==> src/include/mitd_pkg.sv <==
// Shared types and constants for the instruction decode and cycle-timing block.
package mitd_pkg;

    // Word and field geometry.
    localparam int unsigned INSTR_W        = 13;
    localparam int unsigned REG_ADDR_W     = 6;
    localparam int unsigned BIT_POS_W      = 3;
    localparam int unsigned LIT8_W         = 8;
    localparam int unsigned LIT10_W        = 10;
    localparam int unsigned REG_ADDR_LSB   = 0;
    localparam int unsigned BIT_POS_LSB    = 6;
    localparam int unsigned LIT8_LSB       = 0;
    localparam int unsigned LIT10_LSB      = 0;
    localparam int unsigned IO_ADDR_LSB    = 0;
    localparam int unsigned IO_ADDR_W      = 4;

    // Oscillator periods that make one instruction cycle.
    localparam int unsigned OSC_PER_CYCLE  = 2;
    localparam int unsigned PHASE_W        = 1;
    localparam logic [PHASE_W-1:0] PHASE_LAST  = PHASE_W'(OSC_PER_CYCLE - 1);
    localparam logic [PHASE_W-1:0] PHASE_RESET = 1'h0;

    // Register that holds the program counter, and fixed encodings.
    localparam logic [REG_ADDR_W-1:0] PC_REG_ADDR = 6'h02;
    localparam logic [INSTR_W-1:0]    ENC_NOP     = 13'h0000;
    localparam logic [INSTR_W-1:0]    ENC_DAA     = 13'h0001;
    localparam logic [INSTR_W-1:0]    ENC_SLEEP   = 13'h0003;
    localparam logic [INSTR_W-1:0]    ENC_WDTC    = 13'h0004;
    localparam logic [INSTR_W-1:0]    ENC_ENI     = 13'h0010;
    localparam logic [INSTR_W-1:0]    ENC_DISI    = 13'h0011;
    localparam logic [INSTR_W-1:0]    ENC_RET     = 13'h0012;
    localparam logic [INSTR_W-1:0]    ENC_RETURN_FROM_IRQ_INSTR    = 13'h0013;
    localparam logic [INSTR_W-1:0]    ENC_CLRA    = 13'h0080;
    localparam logic [3:0]            IOW_FIRST   = 4'h5;

    // Operation the datapath performs.
    typedef enum logic [4:0] {
        ALU_NONE, ALU_PASS_A, ALU_PASS_R, ALU_ZERO, ALU_SUB, ALU_DEC, ALU_INC,
        ALU_OR, ALU_AND, ALU_XOR, ALU_ADD, ALU_COM, ALU_RRC, ALU_RLC, ALU_SWAP,
        ALU_DAA, ALU_BIT_CLR, ALU_BIT_SET, ALU_PASS_K
    } mitd_alu_t;

    // Kind of conditional skip.
    typedef enum logic [1:0] {
        SKIP_NONE, SKIP_BIT_SET, SKIP_BIT_CLR, SKIP_ZERO
    } mitd_skip_t;

    // Sequencer states.
    typedef enum logic {
        ST_EXEC, ST_FLUSH
    } mitd_state_t;

    // Operand fields cut from one instruction word.
    typedef struct packed {
        logic [REG_ADDR_W-1:0] reg_addr;
        logic [BIT_POS_W-1:0]  bit_pos;
        logic [LIT8_W-1:0]     lit8;
        logic [LIT10_W-1:0]    lit10;
        logic [IO_ADDR_W-1:0]  io_addr;
    } mitd_fields_t;

    // Status flags an operation may update.
    typedef struct packed {
        logic z;
        logic c;
        logic dc;
    } mitd_flags_t;

    // Control word handed to the datapath for one instruction.
    typedef struct packed {
        mitd_alu_t   alu_op;
        logic        use_literal;
        logic        dest_acc;
        logic        dest_reg;
        mitd_flags_t flag_upd;
        logic        io_write;
        logic        io_read;
        logic        int_enable;
        logic        int_disable;
        logic        stack_push;
        logic        stack_pop;
        logic        pc_load_lit;
        logic        pc_from_stack;
        logic        wdt_clear;
        logic        osc_stop;
        logic        tp_update;
        logic        page_write;
        logic        bank_write;
        mitd_skip_t  skip;
    } mitd_ctrl_t;

    localparam mitd_ctrl_t CTRL_RESET = '0;
    localparam mitd_fields_t FIELDS_RESET = '0;

endpackage

==> src/core/mitd_field_split.sv <==
// Splits an instruction word into its operand fields.
`timescale 1ns/1ps
module mitd_field_split (
    input  wire logic [mitd_pkg::INSTR_W-1:0] word,
    output mitd_pkg::mitd_fields_t             fields
);
    import mitd_pkg::*;

    // Every field is cut at a fixed place; the decoder chooses which one is meaningful.
    always_comb begin
        fields.reg_addr = word[REG_ADDR_LSB +: REG_ADDR_W];
        fields.bit_pos  = word[BIT_POS_LSB +: BIT_POS_W];
        fields.lit8     = word[LIT8_LSB +: LIT8_W];
        fields.lit10    = word[LIT10_LSB +: LIT10_W];
        fields.io_addr  = word[IO_ADDR_LSB +: IO_ADDR_W];
    end

endmodule

==> src/core/mitd_cycle_timer.sv <==
// Divides the oscillator clock into instruction cycles.
`timescale 1ns/1ps
module mitd_cycle_timer (
    input  wire logic                          mclk,
    input  wire logic                          rst_n,
    output logic [mitd_pkg::PHASE_W-1:0]       phase_r,
    output logic                               cycle_end
);
    import mitd_pkg::*;

    logic [PHASE_W-1:0] phase_nxt;

    // Phase counts oscillator periods inside one instruction cycle.
    always_comb begin
        phase_nxt = (phase_r == PHASE_LAST) ? PHASE_RESET : phase_r + PHASE_W'(1);
    end

    // Phase register.
    always_ff @(posedge mclk or negedge rst_n) begin
        if (!rst_n) begin
            phase_r <= PHASE_RESET;
        end else begin
            phase_r <= phase_nxt;
        end
    end

    // One-period enable at the last oscillator period of each cycle.
    assign cycle_end = (phase_r == PHASE_LAST);

endmodule

==> src/core/mitd_decoder.sv <==
// Instruction decoder and cycle sequencer for the 8-bit core.
`timescale 1ns/1ps
// Operation
// - Instruction words are 13 bits: an operation code plus operand fields.
// - One instruction cycle lasts exactly two oscillator periods.
// - Instructions finish in one cycle unless another timing case applies.
// - Any instruction writing the program counter register takes two cycles.
// - Two-cycle option: jumps, calls, returns and true skips take two cycles.
// - Any bit of any register can be set, cleared or tested.
// - I/O registers are reached by the same register instructions.
// - The register field picks one operational or general register.
// - Bit instructions carry a bit position field selecting the bit.
// - Literals are extracted as 8-bit or 10-bit constants.
// - Sleep clears the watchdog, stops the oscillator, updates time-out and power-down.
// - Return from interrupt pops the program counter and enables interrupts together.
// - A configuration bit selects single or two-cycle jump and call timing.
module mitd_decoder (
    input  wire logic                         mclk,
    input  wire logic                         rst_n,
    input  wire logic [mitd_pkg::INSTR_W-1:0] instr_word,
    input  wire logic                         branch_cycle_select,
    input  wire logic                         reg_bit_value,
    input  wire logic                         alu_zero,
    output mitd_pkg::mitd_ctrl_t              ctrl_r,
    output mitd_pkg::mitd_fields_t            fields_r,
    output logic                              exec_valid_r,
    output logic                              flush_r,
    output logic                              two_cycle_r,
    output logic                              cycle_start_r
);
    import mitd_pkg::*;

    ////////////////////////////////////////////////////////////////////////////
    // Reset release and strap capture.
    ////////////////////////////////////////////////////////////////////////////

    logic rst_meta_r;
    logic rst_sync_r;
    logic cyc_meta_r;
    logic cyc_sel_r;

    // Reset asserts at once and releases through two flip-flops.
    always_ff @(posedge mclk or negedge rst_n) begin
        if (!rst_n) begin
            rst_meta_r <= 1'b0;
            rst_sync_r <= 1'b0;
        end else begin
            rst_meta_r <= 1'b1;
            rst_sync_r <= rst_meta_r;
        end
    end

    // The configuration pin comes from outside and is synchronised first.
    always_ff @(posedge mclk or negedge rst_sync_r) begin
        if (!rst_sync_r) begin
            cyc_meta_r <= 1'b0;
            cyc_sel_r  <= 1'b0;
        end else begin
            cyc_meta_r <= branch_cycle_select;
            cyc_sel_r  <= cyc_meta_r;
        end
    end

    ////////////////////////////////////////////////////////////////////////////
    // Cycle timing and field extraction.
    ////////////////////////////////////////////////////////////////////////////

    logic               cycle_end;
    mitd_fields_t       fields;

    mitd_cycle_timer u_timer (
        .mclk      (mclk),
        .rst_n     (rst_sync_r),
        .phase_r   (),
        .cycle_end (cycle_end)
    );

    mitd_field_split u_split (
        .word   (instr_word),
        .fields (fields)
    );

    ////////////////////////////////////////////////////////////////////////////
    // Combinational decode of the presented word.
    ////////////////////////////////////////////////////////////////////////////

    mitd_ctrl_t dec;
    logic       is_branch;

    // Opcode table; operations on a register use the same path for I/O registers.
    always_comb begin
        dec       = CTRL_RESET;
        is_branch = 1'b0;
        casez (instr_word)
            ENC_NOP: begin
                dec.alu_op = ALU_NONE;
            end
            ENC_DAA: begin
                dec.alu_op     = ALU_DAA;
                dec.dest_acc   = 1'b1;
                dec.flag_upd.c = 1'b1;
            end
            ENC_SLEEP: begin
                dec.wdt_clear = 1'b1;
                dec.osc_stop  = 1'b1;
                dec.tp_update = 1'b1;
            end
            ENC_WDTC: begin
                dec.wdt_clear = 1'b1;
                dec.tp_update = 1'b1;
            end
            ENC_ENI: begin
                dec.int_enable = 1'b1;
            end
            ENC_DISI: begin
                dec.int_disable = 1'b1;
            end
            ENC_RET: begin
                dec.stack_pop     = 1'b1;
                dec.pc_from_stack = 1'b1;
                is_branch         = 1'b1;
            end
            ENC_RETURN_FROM_IRQ_INSTR: begin
                dec.stack_pop     = 1'b1;
                dec.pc_from_stack = 1'b1;
                dec.int_enable    = 1'b1;
                is_branch         = 1'b1;
            end
            13'b0_0000_0000_????: begin
                dec.io_write = (instr_word[3:0] >= IOW_FIRST);
            end
            13'b0_0000_0001_????: begin
                dec.io_read  = (instr_word[3:0] > ENC_RETURN_FROM_IRQ_INSTR[3:0]);
                dec.dest_acc = dec.io_read;
            end
            13'b0_0000_01??_????: begin
                dec.alu_op   = ALU_PASS_A;
                dec.dest_reg = 1'b1;
            end
            ENC_CLRA: begin
                dec.alu_op     = ALU_ZERO;
                dec.dest_acc   = 1'b1;
                dec.flag_upd.z = 1'b1;
            end
            13'b0_0000_11??_????: begin
                dec.alu_op     = ALU_ZERO;
                dec.dest_reg   = 1'b1;
                dec.flag_upd.z = 1'b1;
            end
            13'b0_0001_????_????, 13'b0_0010_????_????, 13'b0_0011_????_????,
            13'b0_0100_????_????, 13'b0_0101_0???_????, 13'b0_0110_????_????,
            13'b0_0111_0???_????: begin
                dec.dest_acc = ~instr_word[6];
                dec.dest_reg = instr_word[6];
                unique case (instr_word[10:7])
                    4'h2: dec.alu_op = instr_word[6] ? ALU_DEC : ALU_SUB;
                    4'h4: dec.alu_op = ALU_OR;
                    4'h5: dec.alu_op = ALU_AND;
                    4'h6: dec.alu_op = ALU_XOR;
                    4'h7: dec.alu_op = ALU_ADD;
                    4'h8: dec.alu_op = ALU_PASS_R;
                    4'h9: dec.alu_op = ALU_COM;
                    4'ha: dec.alu_op = ALU_INC;
                    4'hc: dec.alu_op = ALU_RRC;
                    4'hd: dec.alu_op = ALU_RLC;
                    default: dec.alu_op = ALU_SWAP;
                endcase
                if (instr_word[10:7] == 4'h3) begin
                    dec.alu_op = ALU_DEC;
                end
                if (instr_word[10:7] == 4'h2) begin
                    dec.alu_op = ALU_SUB;
                end
                if (instr_word[10:7] == 4'h8 && instr_word[6]) begin
                    dec.dest_acc = 1'b0;
                end
                // Flag classes by operation group.
                dec.flag_upd.z  = (dec.alu_op != ALU_RRC) && (dec.alu_op != ALU_RLC)
                                  && (dec.alu_op != ALU_SWAP);
                dec.flag_upd.c  = (dec.alu_op == ALU_SUB) || (dec.alu_op == ALU_ADD)
                                  || (dec.alu_op == ALU_RRC) || (dec.alu_op == ALU_RLC);
                dec.flag_upd.dc = (dec.alu_op == ALU_SUB) || (dec.alu_op == ALU_ADD);
            end
            13'b0_0101_1???_????, 13'b0_0111_1???_????: begin
                dec.alu_op   = instr_word[9] ? ALU_INC : ALU_DEC;
                dec.dest_acc = ~instr_word[6];
                dec.dest_reg = instr_word[6];
                dec.skip     = SKIP_ZERO;
            end
            13'b0_10??_????_????: begin
                dec.alu_op   = instr_word[9] ? ALU_BIT_SET : ALU_BIT_CLR;
                dec.dest_reg = 1'b1;
            end
            13'b0_11??_????_????: begin
                dec.skip = instr_word[9] ? SKIP_BIT_SET : SKIP_BIT_CLR;
            end
            13'b1_0???_????_????: begin
                dec.pc_load_lit = 1'b1;
                dec.stack_push  = ~instr_word[10];
                is_branch       = 1'b1;
            end
            13'b1_1100_????_????: begin
                dec.alu_op        = ALU_PASS_K;
                dec.use_literal   = 1'b1;
                dec.dest_acc      = 1'b1;
                dec.stack_pop     = 1'b1;
                dec.pc_from_stack = 1'b1;
                is_branch         = 1'b1;
            end
            13'b1_1110_1000_00??: begin
                dec.page_write = 1'b1;
            end
            13'b1_1110_1001_00??: begin
                dec.bank_write = 1'b1;
            end
            13'b1_1???_????_????: begin
                dec.use_literal = 1'b1;
                dec.dest_acc    = 1'b1;
                unique case (instr_word[10:8])
                    3'h0: dec.alu_op = ALU_PASS_K;
                    3'h1: dec.alu_op = ALU_OR;
                    3'h2: dec.alu_op = ALU_AND;
                    3'h3: dec.alu_op = ALU_XOR;
                    3'h5: dec.alu_op = ALU_SUB;
                    3'h7: dec.alu_op = ALU_ADD;
                    default: dec.alu_op = ALU_NONE;
                endcase
                dec.dest_acc    = (dec.alu_op != ALU_NONE);
                dec.flag_upd.z  = (dec.alu_op != ALU_PASS_K) && (dec.alu_op != ALU_NONE);
                dec.flag_upd.c  = (dec.alu_op == ALU_SUB) || (dec.alu_op == ALU_ADD);
                dec.flag_upd.dc = dec.flag_upd.c;
            end
            default: begin
                dec = CTRL_RESET;
            end
        endcase
    end

    ////////////////////////////////////////////////////////////////////////////
    // Cycle count selection.
    ////////////////////////////////////////////////////////////////////////////

    logic pc_write;
    logic need_two;
    logic skip_taken;
    mitd_skip_t pend_skip_r;

    // Program counter writes always cost two cycles; branches only in the slow option.
    always_comb begin
        pc_write = dec.dest_reg && (fields.reg_addr == PC_REG_ADDR);
        need_two = pc_write || (is_branch && cyc_sel_r);
    end

    // A skip issued last cycle is judged with the datapath result of this cycle.
    always_comb begin
        unique case (pend_skip_r)
            SKIP_BIT_SET: skip_taken = reg_bit_value;
            SKIP_BIT_CLR: skip_taken = ~reg_bit_value;
            SKIP_ZERO:    skip_taken = alu_zero;
            SKIP_NONE:    skip_taken = 1'b0;
        endcase
    end

    ////////////////////////////////////////////////////////////////////////////
    // Sequencer.
    ////////////////////////////////////////////////////////////////////////////

    mitd_state_t state_r;
    logic        issue;

    // A word is issued at a cycle end unless it is the discarded half of a two-cycle slot.
    assign issue = cycle_end && (state_r == ST_EXEC) && !skip_taken;

    // State advances once per instruction cycle.
    always_ff @(posedge mclk or negedge rst_sync_r) begin
        if (!rst_sync_r) begin
            state_r <= ST_EXEC;
        end else if (cycle_end) begin
            unique case (state_r)
                ST_EXEC:  state_r <= (issue && need_two) ? ST_FLUSH : ST_EXEC;
                ST_FLUSH: state_r <= ST_EXEC;
            endcase
        end
    end

    // Skip kind of the instruction now executing.
    always_ff @(posedge mclk or negedge rst_sync_r) begin
        if (!rst_sync_r) begin
            pend_skip_r <= SKIP_NONE;
        end else if (cycle_end) begin
            pend_skip_r <= issue ? dec.skip : SKIP_NONE;
        end
    end

    // Control word and fields are held for the whole executing cycle.
    always_ff @(posedge mclk or negedge rst_sync_r) begin
        if (!rst_sync_r) begin
            ctrl_r      <= CTRL_RESET;
            fields_r    <= FIELDS_RESET;
            two_cycle_r <= 1'b0;
        end else if (cycle_end) begin
            ctrl_r      <= issue ? dec : CTRL_RESET;
            fields_r    <= issue ? fields : FIELDS_RESET;
            two_cycle_r <= issue && need_two;
        end
    end

    // Pulses marking the start of a cycle and whether it executes or flushes.
    always_ff @(posedge mclk or negedge rst_sync_r) begin
        if (!rst_sync_r) begin
            exec_valid_r  <= 1'b0;
            flush_r       <= 1'b0;
            cycle_start_r <= 1'b0;
        end else begin
            exec_valid_r  <= issue;
            flush_r       <= cycle_end && !issue;
            cycle_start_r <= cycle_end;
        end
    end

endmodule

==> config.mk <==
export PLATFORM = sky130hd
export DESIGN_NAME = mitd_decoder
export DESIGN_NICKNAME = d
export VERILOG_FILES = /design/src/include/mitd_pkg.sv /design/src/core/mitd_field_split.sv /design/src/core/mitd_cycle_timer.sv /design/src/core/mitd_decoder.sv
export SDC_FILE = /design/constraint.sdc
export NUM_CORES = 1
export LEC_CHECK = 0
export BUFFER_PORTS_ARGS = -buffer_cell sky130_fd_sc_hd__buf_4
export CAP_MARGIN = 20
export CORE_UTILIZATION = 50
export CTS_CLUSTER_SIZE = 10
export DETAILED_ROUTE_END_ITERATION = 7
export PLACE_DENSITY = 0.77
export SETUP_SLACK_MARGIN = 0.02
export SYNTH_ARGS = -nofsm -noshare
export SYNTH_HDL_FRONTEND = slang
export SYNTH_SLANG_ARGS = --single-unit
==> constraint.sdc <==
create_clock -name mclk -period 3.6 [get_ports mclk]
set_clock_uncertainty 0.1 [all_clocks]
set_input_delay 0.18 -clock mclk [delete_from_list [all_inputs] [get_ports mclk]]
set_output_delay 0.18 -clock mclk [all_outputs]
set_load 0.03 [all_outputs]
* Word level (Yosys, flattened, before mapping)
Index checks and enable logic that the tools add are counted.
** Word-level totals
- Bits in registers :: 69
- Input bits :: 18
- Output and inout port bits :: 61
- Logic and storage cells :: 203
** Cells by class
- Add/sub/neg operators :: 1
- Magnitude comparators :: 2
- Equal/unequal tests :: 57
- Muxes and demuxes :: 61
- Bitwise gates (word level) :: 4
- Reductions and logical operators :: 41
** Operators by type and width (count)
- equality test 13 x 5 -> 1 bit, second input constant :: 4
- 2-to-1 mux 5 bit :: 8
- one-hot mux 4 bit (9 select lines) :: 1
- one-hot mux 5 bit (7 select lines) :: 1
- 2-to-1 mux 31 bit :: 1
- 2-to-1 mux 1 bit :: 30
- one-hot mux 5 bit (6 select lines) :: 1
- 2-to-1 mux 26 bit :: 1
- equality test 6 x 4 -> 1 bit, second input constant :: 4
- equality test 11 bit, second input constant :: 2
- equality test 4 bit, second input constant :: 5
- equality test 5 x 3 -> 1 bit, second input constant :: 4
- equality test 5 x 4 -> 1 bit, second input constant :: 4
- OR reduction 20 bit :: 1
- OR reduction 19 bit :: 1
- one-hot mux 1 bit (2 select lines) :: 9
- equality test 4 x 3 -> 1 bit, second input constant :: 4
- OR reduction 8 bit :: 2
- inequality test 5 x 4 -> 1 bit, second input constant :: 3
- OR reduction 2 bit :: 7
- OR reduction 7 bit :: 2
- equality test 13 x 1 -> 1 bit, second input constant :: 1
- equality test 13 x 2 -> 1 bit, second input constant :: 1
- equality test 13 x 3 -> 1 bit, second input constant :: 1
- other kinds (38) :: 68

* Logic depth before layout (Yosys ltp)
Gate-level depths: netlist of the first run.
- Word-level depth :: 13
- Depth in mapped cells :: 7
- Gate-level depth less buffers :: 5

* By module
A second synthesis of the first run with hierarchy kept.
** Unflattened totals
- Cell total of the unflattened synthesis :: 310
- Area, all modules :: 3216.8 sq um
** Modules (own cells, without submodules)
- mitd_decoder :: instances 1, cells an instance 276, area an instance 2947.8 sq um, seq. area each 1601.5 sq um
- mitd_field_split :: instances 1, cells an instance 31, area an instance 232.7 sq um, seq. area each 0.0 sq um
- mitd_cycle_timer :: instances 1, cells an instance 3, area an instance 36.3 sq um, seq. area each 25.0 sq um

* Worst setup path after synthesis of the first run
Ideal clock, no wire load.
- Path kind :: reg-to-reg
- Start point :: register pend_skip_r[0]
- End point :: register ctrl_r[3] (netlist bit)
- Setup time :: 95 ps
- Arrival time :: 1870 ps
- Data required time :: 3405 ps
- Path slack :: 1535 ps
- Cell stages (with the launch flop) :: 6
- Path buffers :: 0
- Period minus slack after synthesis :: 2065 ps
- Cell sequence :: dfrtp_1 -> mux2_2 -> a211oi_2 -> nor2b_2 -> nand3_1 -> o31ai_1
** Between the ends
- Longest elaborated chain between the ends :: 5
- Elaborated cells on any way between the ends :: 8
- Those cells by class :: eq/ne (3); mux (2); reduce/logical (3)
** RTL lines
- start: declaration :: RTL line mitd_decoder.sv:246 : mitd_skip_t pend_skip_r;
- start signal: assignment :: RTL line mitd_decoder.sv:291 : pend_skip_r <= issue ? dec.skip : SKIP_NONE;
- equality test 2 bit, or another cell as far along :: RTL line mitd_decoder.sv:256 : unique case (pend_skip_r)
- one-hot mux 1 bit (4 select lines) * :: RTL line mitd_decoder.sv:256
- zero test 1 bit * :: RTL line mitd_decoder.sv:272 : assign issue = cycle_end && (state_r == ST_EXEC) && !skip_taken;
- logical AND 1 bit * :: RTL line mitd_decoder.sv:272
- 2-to-1 mux 26 bit * :: RTL line mitd_decoder.sv:302 : ctrl_r <= issue ? dec : CTRL_RESET;
- end signal: assignment :: RTL line mitd_decoder.sv:302
- end: declaration :: RTL line mitd_decoder.sv:24 : output mitd_pkg::mitd_ctrl_t ctrl_r,
Every way passes the cells marked *; elsewhere a longest branch is shown, timed or not.
A chain may end at the register's enable or synchronous reset.

* Worst setup path after layout of the first run
- Start point :: register u_timer.phase_r (netlist: u_timer.cycle_end)
- End point :: register ctrl_r[3] (netlist bit)
** Between the ends
- Longest elaborated chain between the ends :: 3
** RTL lines
- start: declaration :: RTL line mitd_cycle_timer.sv:6 : output logic [mitd_pkg::PHASE_W-1:0] phase_r,
- start signal: assignment :: RTL line mitd_cycle_timer.sv:23 : phase_r <= phase_nxt;
- logical AND 1 bit (2 in a row) :: RTL line mitd_decoder.sv:272
- 2-to-1 mux 26 bit :: RTL line mitd_decoder.sv:302
Parallel ways exist; a longest one is shown, timed or not.

==> results of run 1 <==
[worst reg2reg max path, delay by kind of cell (launching register included)]
kind                   cells  cell delay, ns
AOI/OAI and AO/OA          2            0.49
buffers and inverters      2            0.61
DFF                        1            0.49
and+or+nand+nor            2            0.51
[cell type report]
class	instances	area (µm²)	share of cell area
timing repair buffer	81	613.1	0.2018
multi-input combinational	158	1087	0.3579
sequential	44	1102	0.3629
clock buffer	6	82.58	0.02718
inverter	8	30.03	0.009885
clock inverter	2	38.79	0.01277
tap	67	83.83	0.02759
[power by group through the flow]
stage	logic [mW]	clock network, mW	registers (mW)
finish	0.280	0.388	0.549
global route	0.296	0.415	0.556
CTS	0.280	0.398	0.550
detailed placement	0.277	0	0.560
global placement	0.275	0	0.559
floorplan	0.153	0	0.602
[metal layers]
| metal | vias to the layer above | part of all wire |
|---|---|---|
| li1 | 995 | - |
| met1 | 988 | 0.47 |
| met2 | 70 | 0.46 |
| met3 | 10 | 0.053 |
| met4 | 0 | 0.022 |
| met5 | - | 0 |
[cells by family after synthesis]
group | Yosys count | synth area share
xor+xnor | 3 | 0.01061
flops | 44 | 0.4444
other cells | 1 | 0.001514
simple gates | 75 | 0.1667
compound gates | 75 | 0.2429
mux | 4 | 0.01717
buf+inv | 50 | 0.1167
[how the worst min path moves through the flow]
| stage | startpoint | endpoint | slack (ns) | cells past startpoint |
|---|---|---|---|---|
| after floorplan | rst_n | rst_meta_r$_DFF_PN0_ | -0.22 | 0 |
| after CTS | instr_word[4] | ctrl_r[3]$_DFFE_PN0P_ | 0.04 | 2 |
| after global placement | rst_n | rst_meta_r$_DFF_PN0_ | -0.14 | 1 |
| after detailed placement | rst_n | rst_meta_r$_DFF_PN0_ | -0.14 | 1 |
| final | instr_word[5] | ctrl_r[3]$_DFFE_PN0P_ | 0.05 | 2 |
| after global routing | instr_word[4] | ctrl_r[3]$_DFFE_PN0P_ | 0.06 | 2 |
[cell usage after synthesis, drive strengths merged, types with 2 or more instances]
cell type,number,share of area
inv,8,0.012
or3b,2,0.0071
clkbuf,15,0.023
nor4b,2,0.0071
and2,2,0.0050
and4,2,0.0071
or3,2,0.0050
o2bb2ai,13,0.046
a32oi,2,0.0071
nand2b,4,0.010
nor3,6,0.012
xor2,2,0.0071
a21oi,11,0.022
a32o,3,0.012
or4,2,0.0076
mux2i,2,0.0081
buf,27,0.082
a2111oi,2,0.015
nand2,12,0.018
nand3,4,0.0081
o21bai,2,0.0061
o211ai,3,0.0091
nor4,2,0.0050
a21o,2,0.0061
mux2,2,0.0091
a22o,14,0.049
nand3b,3,0.0091
nor3b,3,0.0091
dfrtp,44,0.44
nand4,3,0.0076
a211oi,3,0.011
o21ai,12,0.024
nor2b,5,0.014
nor2,19,0.030
[stage by stage]
stage	total power, mW	instances	hold slack (ns)
after floorplan	0.7555	252	-0.2156
after global placement	0.8346	356	-0.1376
after detailed placement	0.8370	356	-0.1359
after CTS	1.228	366	0.04090
after global routing	1.267	366	0.05886
final	1.217	366	0.04626
==> metrics.cfg, run 1 <==
[critical_path]
crit_slowest_cell=dfrtp_1
r2r-end=ctrl_r[3]$_DFFE_PN0P_
start_kind=register
startpoint=u_timer.cycle_end$_DFF_PN0_
cp_num_cells=6
critical_path_class=reg2reg
end_kind=register
cp_max_fo=34
reg2reg_slack_ns=1.30
endpoint=ctrl_r[3]$_DFFE_PN0P_
required_ns=3.70
critPathTopFamily=buffers and inverters
path_buf_inv=2
critical_path_arrival_ns=2.40
cp_cell_sequence=inv_2 > a211oi_2 > buf_4 > nor2b_2 > nand3_1 > o31ai_1
slowest_delay_ns=0.49
reg2reg_depth=6
r2r-start=u_timer.cycle_end$_DFF_PN0_

[detailed_routing]
vias=2063
via_per_inst=5.637
initialDrtViolationCount=126
routed_wl_mm=5.730
routedWlPerCell_um=15.66
ant_nets=0
drt_first_pass_iters=4
drcViolationCount=0

[clocking]
holdBufCountCts=2
post_cts_buffers=0
cts_tree=built
ctsRootBufferMaster=clkbuf_8
clkSinkCount=44
ctsResizeCount=0
ctsLongestPathBuffers=2
worstSkewPairLatency_ns=0.30
cts_buffers=5
path_clk_slew_ns=0.08
cts_max_level=2

[power]
seqPwrFrac=0.451
pwr_density_cell_nw_per_um2=400.7
switching_share=0.2973
vdd_drop_max_v=0.0002978
internal_power_uw=855.5
power_switching_uw=361.9
p_leak_nw=1.363
pwr-share-comb=0.230
clock_power_share=0.319

[final_layout]
fill_cells=438
final_common_cell=buf_4
fin_util=0.6389
fin_area_um2=3038
layout.nets=316
largest_reg_flops=22
num_antenna_cells=0
largest_registers=ctrl_r (22), fields_r (10), pend_skip_r (2)
layout-drive-gt1-share=0.3344
regMostFlops=ctrl_r
areaGrowthSynthToFinish_pct=22.63
final_cell_mix=buf_4, dfrtp_1, nor2_1

[yosys]
ys.flop_type=dfrtp_1
synthCells=252
yosysSeqAreaShare=0.4444
async_reset_ff_frac=1.000
synth_cell_types=54
avgSynthCellArea_um2=9.831
synth_nets=270
synth-edff-count=0
syn_area_um2=2477
ys_ff_latch=44
ys_warn_count=0

[global_route]
first_global_vias=1808
gr-usage-met2=0.3344
grt_util_met3=0.04583
grt_util_all_layers=0.2293
met1_usage=0.3369
grt_pass1_wl_mm=9.142
grt.busiest_layer=met1
grt-ovfl-total=0
antenna_found_initial=0
grt_max_degree=43

[hold_path]
hp-class=in2reg

[place]
gp_congestion=0.8655
place_ws_ns=1.358
dpl_cell_area_um2=2897
dp_hpwl_mm=4.008
port_buffers=78

[sta]
tightest_slew_ns=0.8601
period_needed_ns=2.299
setup_viol=0
timing.fmax_ghz=0.4350
report.final.hold_viol_count=0
fin_ws_ns=1.301
slew_violations=0
fin_setup_tns_ns=0
period_share=0.6386
max_slew_margin=0.4266
grt_setup_unrepaired=no

[outcome]
status=complete, no violations

[floorplan]
core_um2=4755
row_count=25
dieArea_um2=5240
chipHeight_um=72.39
die_x_um=72.39
initial_core_util=0.5211
pin_count=79

[flow_run]
max_cap_violations=0

Note: power is estimated with default switching activity, not from simulation.
==> run 2, diff against run 1 <==
--- a/config.mk
+++ b/config.mk
@@ -5,12 +5,13 @@
 export SDC_FILE = /design/constraint.sdc
 export NUM_CORES = 1
 export LEC_CHECK = 0
+export ABC_AREA = 1
 export BUFFER_PORTS_ARGS = -buffer_cell sky130_fd_sc_hd__buf_4
 export CAP_MARGIN = 20
-export CORE_UTILIZATION = 50
+export CORE_UTILIZATION = 47
 export CTS_CLUSTER_SIZE = 10
 export DETAILED_ROUTE_END_ITERATION = 7
-export PLACE_DENSITY = 0.77
+export PLACE_DENSITY = 0.75
 export SETUP_SLACK_MARGIN = 0.02
 export SYNTH_ARGS = -nofsm -noshare
 export SYNTH_HDL_FRONTEND = slang
==> constraint.sdc (replaced) <==
create_clock -name mclk -period 1.88 [get_ports mclk]
set_clock_uncertainty 0.1 [all_clocks]
set_input_delay 0.094 -clock mclk [delete_from_list [all_inputs] [get_ports mclk]]
set_output_delay 0.094 -clock mclk [all_outputs]
set_load 0.03 [all_outputs]
==> run 2 against run 1 <==
Against the previous run: register-to-register slack got worse by 1.1 ns; wire length grew 26%; total power grew 97%; clock power increased by 98%; sequential share of layout area decreased by 3.6 points; final area grew 11%; sequential power increased by 89%; combinational power increased by 110%.
==> metrics.cfg, run 2 <==
[place]
dpl_cell_area_um2=3133  ; was 2897 µm²
gp_congestion=0.9417  ; was 0.8655
port_buffers=78  ; unchanged
dp_hpwl_mm=5.415  ; was 4.008 mm

[final_layout]
layout.nets=441  ; was 316
areaGrowthSynthToFinish_pct=27.94  ; was 22.63%
largest_reg_flops=22  ; unchanged
final_common_cell=nand2_1  ; was buf_4
final_cell_mix=nand2_1, buf_4, dfrtp_1  ; was buf_4, dfrtp_1, nor2_1
fin_area_um2=3374  ; was 3038 µm²
regMostFlops=ctrl_r  ; unchanged
num_antenna_cells=0  ; unchanged
layout-drive-gt1-share=0.2972  ; was 0.3344
largest_registers=ctrl_r (22), fields_r (10), pend_skip_r (2)  ; unchanged

[global_route]
grt_max_degree=38  ; was 43
grt_util_all_layers=0.2544  ; was 0.2293
antenna_found_initial=0  ; unchanged
grt-ovfl-total=0  ; unchanged
first_global_vias=2468  ; was 1808
grt_pass1_wl_mm=11.86  ; was 9.142 mm

[hold_path]
hp-class=in2async  ; was in2reg

[clocking]
ctsRootBufferMaster=clkbuf_8  ; unchanged
ctsLongestPathBuffers=2  ; unchanged
path_clk_slew_ns=0.08  ; about the same
cts_buffers=5  ; unchanged
cts_max_level=2  ; unchanged
cts_tree=built  ; unchanged
clkSinkCount=44  ; unchanged
worstSkewPairLatency_ns=0.29  ; was 0.30 ns

[floorplan]
pin_count=79  ; unchanged
dieArea_um2=5915  ; was 5240 µm²
die_x_um=76.91  ; was 72.39 µm
chipHeight_um=76.91  ; was 72.39 µm
initial_core_util=0.5005  ; was 0.5211
core_um2=5270  ; was 4755 µm²
row_count=26  ; was 25

[detailed_routing]
ant_nets=0  ; unchanged
via_per_inst=5.300  ; was 5.637
drt_first_pass_iters=4  ; unchanged
vias=2618  ; was 2063
initialDrtViolationCount=136  ; was 126
routedWlPerCell_um=14.57  ; was 15.66 µm
routed_wl_mm=7.196  ; was 5.730 mm
drcViolationCount=0  ; unchanged

[sta]
period_share=0.9527
setup_viol=0  ; unchanged
report.final.hold_viol_count=0  ; unchanged
period_needed_ns=1.791
grt_setup_unrepaired=yes  ; was no
fin_setup_tns_ns=0  ; unchanged
slew_violations=0  ; unchanged
timing.fmax_ghz=0.5583

[critical_path]
cp_max_fo=8  ; was 34
end_kind=register  ; unchanged
r2r-start=pend_skip_r[1]$_DFFE_PN0P_  ; was u_timer.cycle_end$_DFF_PN0_
reg2reg_slack_ns=0.19  ; was 1.30 ns
r2r-end=two_cycle_r$_DFFE_PN0P_  ; was ctrl_r[3]$_DFFE_PN0P_
critical_path_arrival_ns=1.87  ; was 2.40 ns
required_ns=1.96  ; was 3.70 ns
start_kind=input port  ; was register
reg2reg_depth=9  ; was 6
critical_path_class=in2reg  ; was reg2reg

[power]
p_leak_nw=1.805  ; was 1.363 nW
vdd_drop_max_v=0.0003848  ; was 0.0002978 V
pwr_density_cell_nw_per_um2=708.9  ; was 400.7 nW/µm²

[yosys]
ys_top_cells_by_area=dfrtp_1, nand2_1, buf_4  ; was dfrtp_1, buf_4, a22o_1
yosysTopAreaCellShare=0.4175  ; was 0.4444
synth_nets=377  ; was 270
synth-edff-count=0  ; unchanged
syn_area_um2=2638  ; was 2477 µm²
avgSynthCellArea_um2=7.347  ; was 9.831 µm²
yosysMostFrequentCell=nand2_1  ; was dfrtp_1
ys_top_cells_by_count=nand2_1, dfrtp_1, nor2_1  ; was dfrtp_1, buf_4, nor2_1
synthCells=359  ; was 252
ys_warn_count=0  ; unchanged
synth_cell_types=34  ; was 54
yosys.area.top_type=dfrtp_1  ; unchanged
async_reset_ff_frac=1.000  ; unchanged
ys_ff_latch=44  ; unchanged
yosysSeqAreaShare=0.4175  ; was 0.4444
ys.flop_type=dfrtp_1  ; unchanged

[flow_run]
max_cap_violations=0  ; unchanged

[outcome]
status=complete, no violations  ; unchanged

[run 2: changes by cell type after synthesis, sizes merged, moves of 4 or more]
cell     before  now
nand2        12  122
nor2         19   47
nand3         4   27
inv           8   28
a22o         14    1
o2bb2ai      13    0
clkbuf       15    5
o21ai        12   19
nor2b         5    0
nand2b        4    0
nor3          6    2
[run 2: power breakdown]
group | total [mW] | internal, mW | switching [mW]
Clock | 0.767 | 0.435 | 0.333
Sequential | 1.04 | 0.998 | 0.0436
Combinational | 0.584 | 0.209 | 0.375
[run 2: worst max-delay path by stage]
stage	end	cells after the start	slack [ns]	from
floorplan	two_cycle_r$_DFFE_PN0P_	7	0.21	pend_skip_r[1]$_DFFE_PN0P_
global placement	ctrl_r[16]$_DFFE_PN0P_	11	0.21	instr_word[12]
global route	two_cycle_r$_DFFE_PN0P_	13	-0.02	instr_word[4]
finish	two_cycle_r$_DFFE_PN0P_	13	0.09	instr_word[4]
CTS	ctrl_r[24]$_DFFE_PN0P_	12	0.05	instr_word[4]
detailed placement	ctrl_r[16]$_DFFE_PN0P_	11	0.17	instr_word[12]
[run 2: cells by family after synthesis]
| logic type | synth area share |
|---|---|
| simple gates | 0.3316 |
| buf+inv | 0.1248 |
| compound gates | 0.1214 |
| flops | 0.4175 |
| xor+xnor | 0.003321 |
| other cells | 0.001422 |
[run 2: routing by layer]
layer,global-route usage,vias up,share of wire
met1,0.3331,1240,0.44
met5,0,-,0
met4,0.09231,0,0.022
li1,-,1274,-
met3,0.04167,16,0.051
met2,0.4223,88,0.48
[run 2: layout make-up]
cell class | instances | area, µm²
well taps | 70 | 87.58
fillers | 483 | 1896
inverters | 28 | 110.1
multi-input cells | 254 | 1250
clock buffers | 6 | 82.58
clock inverters | 2 | 38.79
repair buffers | 90 | 703.2
flip-flops and latches | 44 | 1102
[run 2: worst max-delay path, cell delays in order]
cell and delay, ns:
dlygate4sd3_1 0.54, buf_4 0.12, inv_1 0.05, nand2_2 0.08
nor2_4 0.06, nand3_4 0.12, inv_4 0.06, o21ai_4 0.17
nand2_2 0.08, nor2_4 0.23, nand2_1 0.11, nand2_2 0.09
nand3_1 0.06
[run 2: what timing repair did]
item                                    4_1_cts  5_1_grt
setup buffers                                 0        2
endpoints found under the setup margin        0       11
hold endpoints to repair                      7        0
resized for setup                             0       14
hold buffers                                  6        0
[run 2: stage by stage]
step                        util  hold slack, ns  cells  power [mW]  worst slack, ns
after floorplan                -         -0.3016    359       1.454           0.2085
after global placement    0.5945         -0.2238    478       1.621           0.2142
after detailed placement  0.5945         -0.2229    478       1.625           0.1707
after CTS                 0.6289        0.004723    492       2.406          0.05394
after global routing      0.6403        0.007735    494       2.501         -0.01668
final                     0.6403         0.01518    494       2.392          0.08889
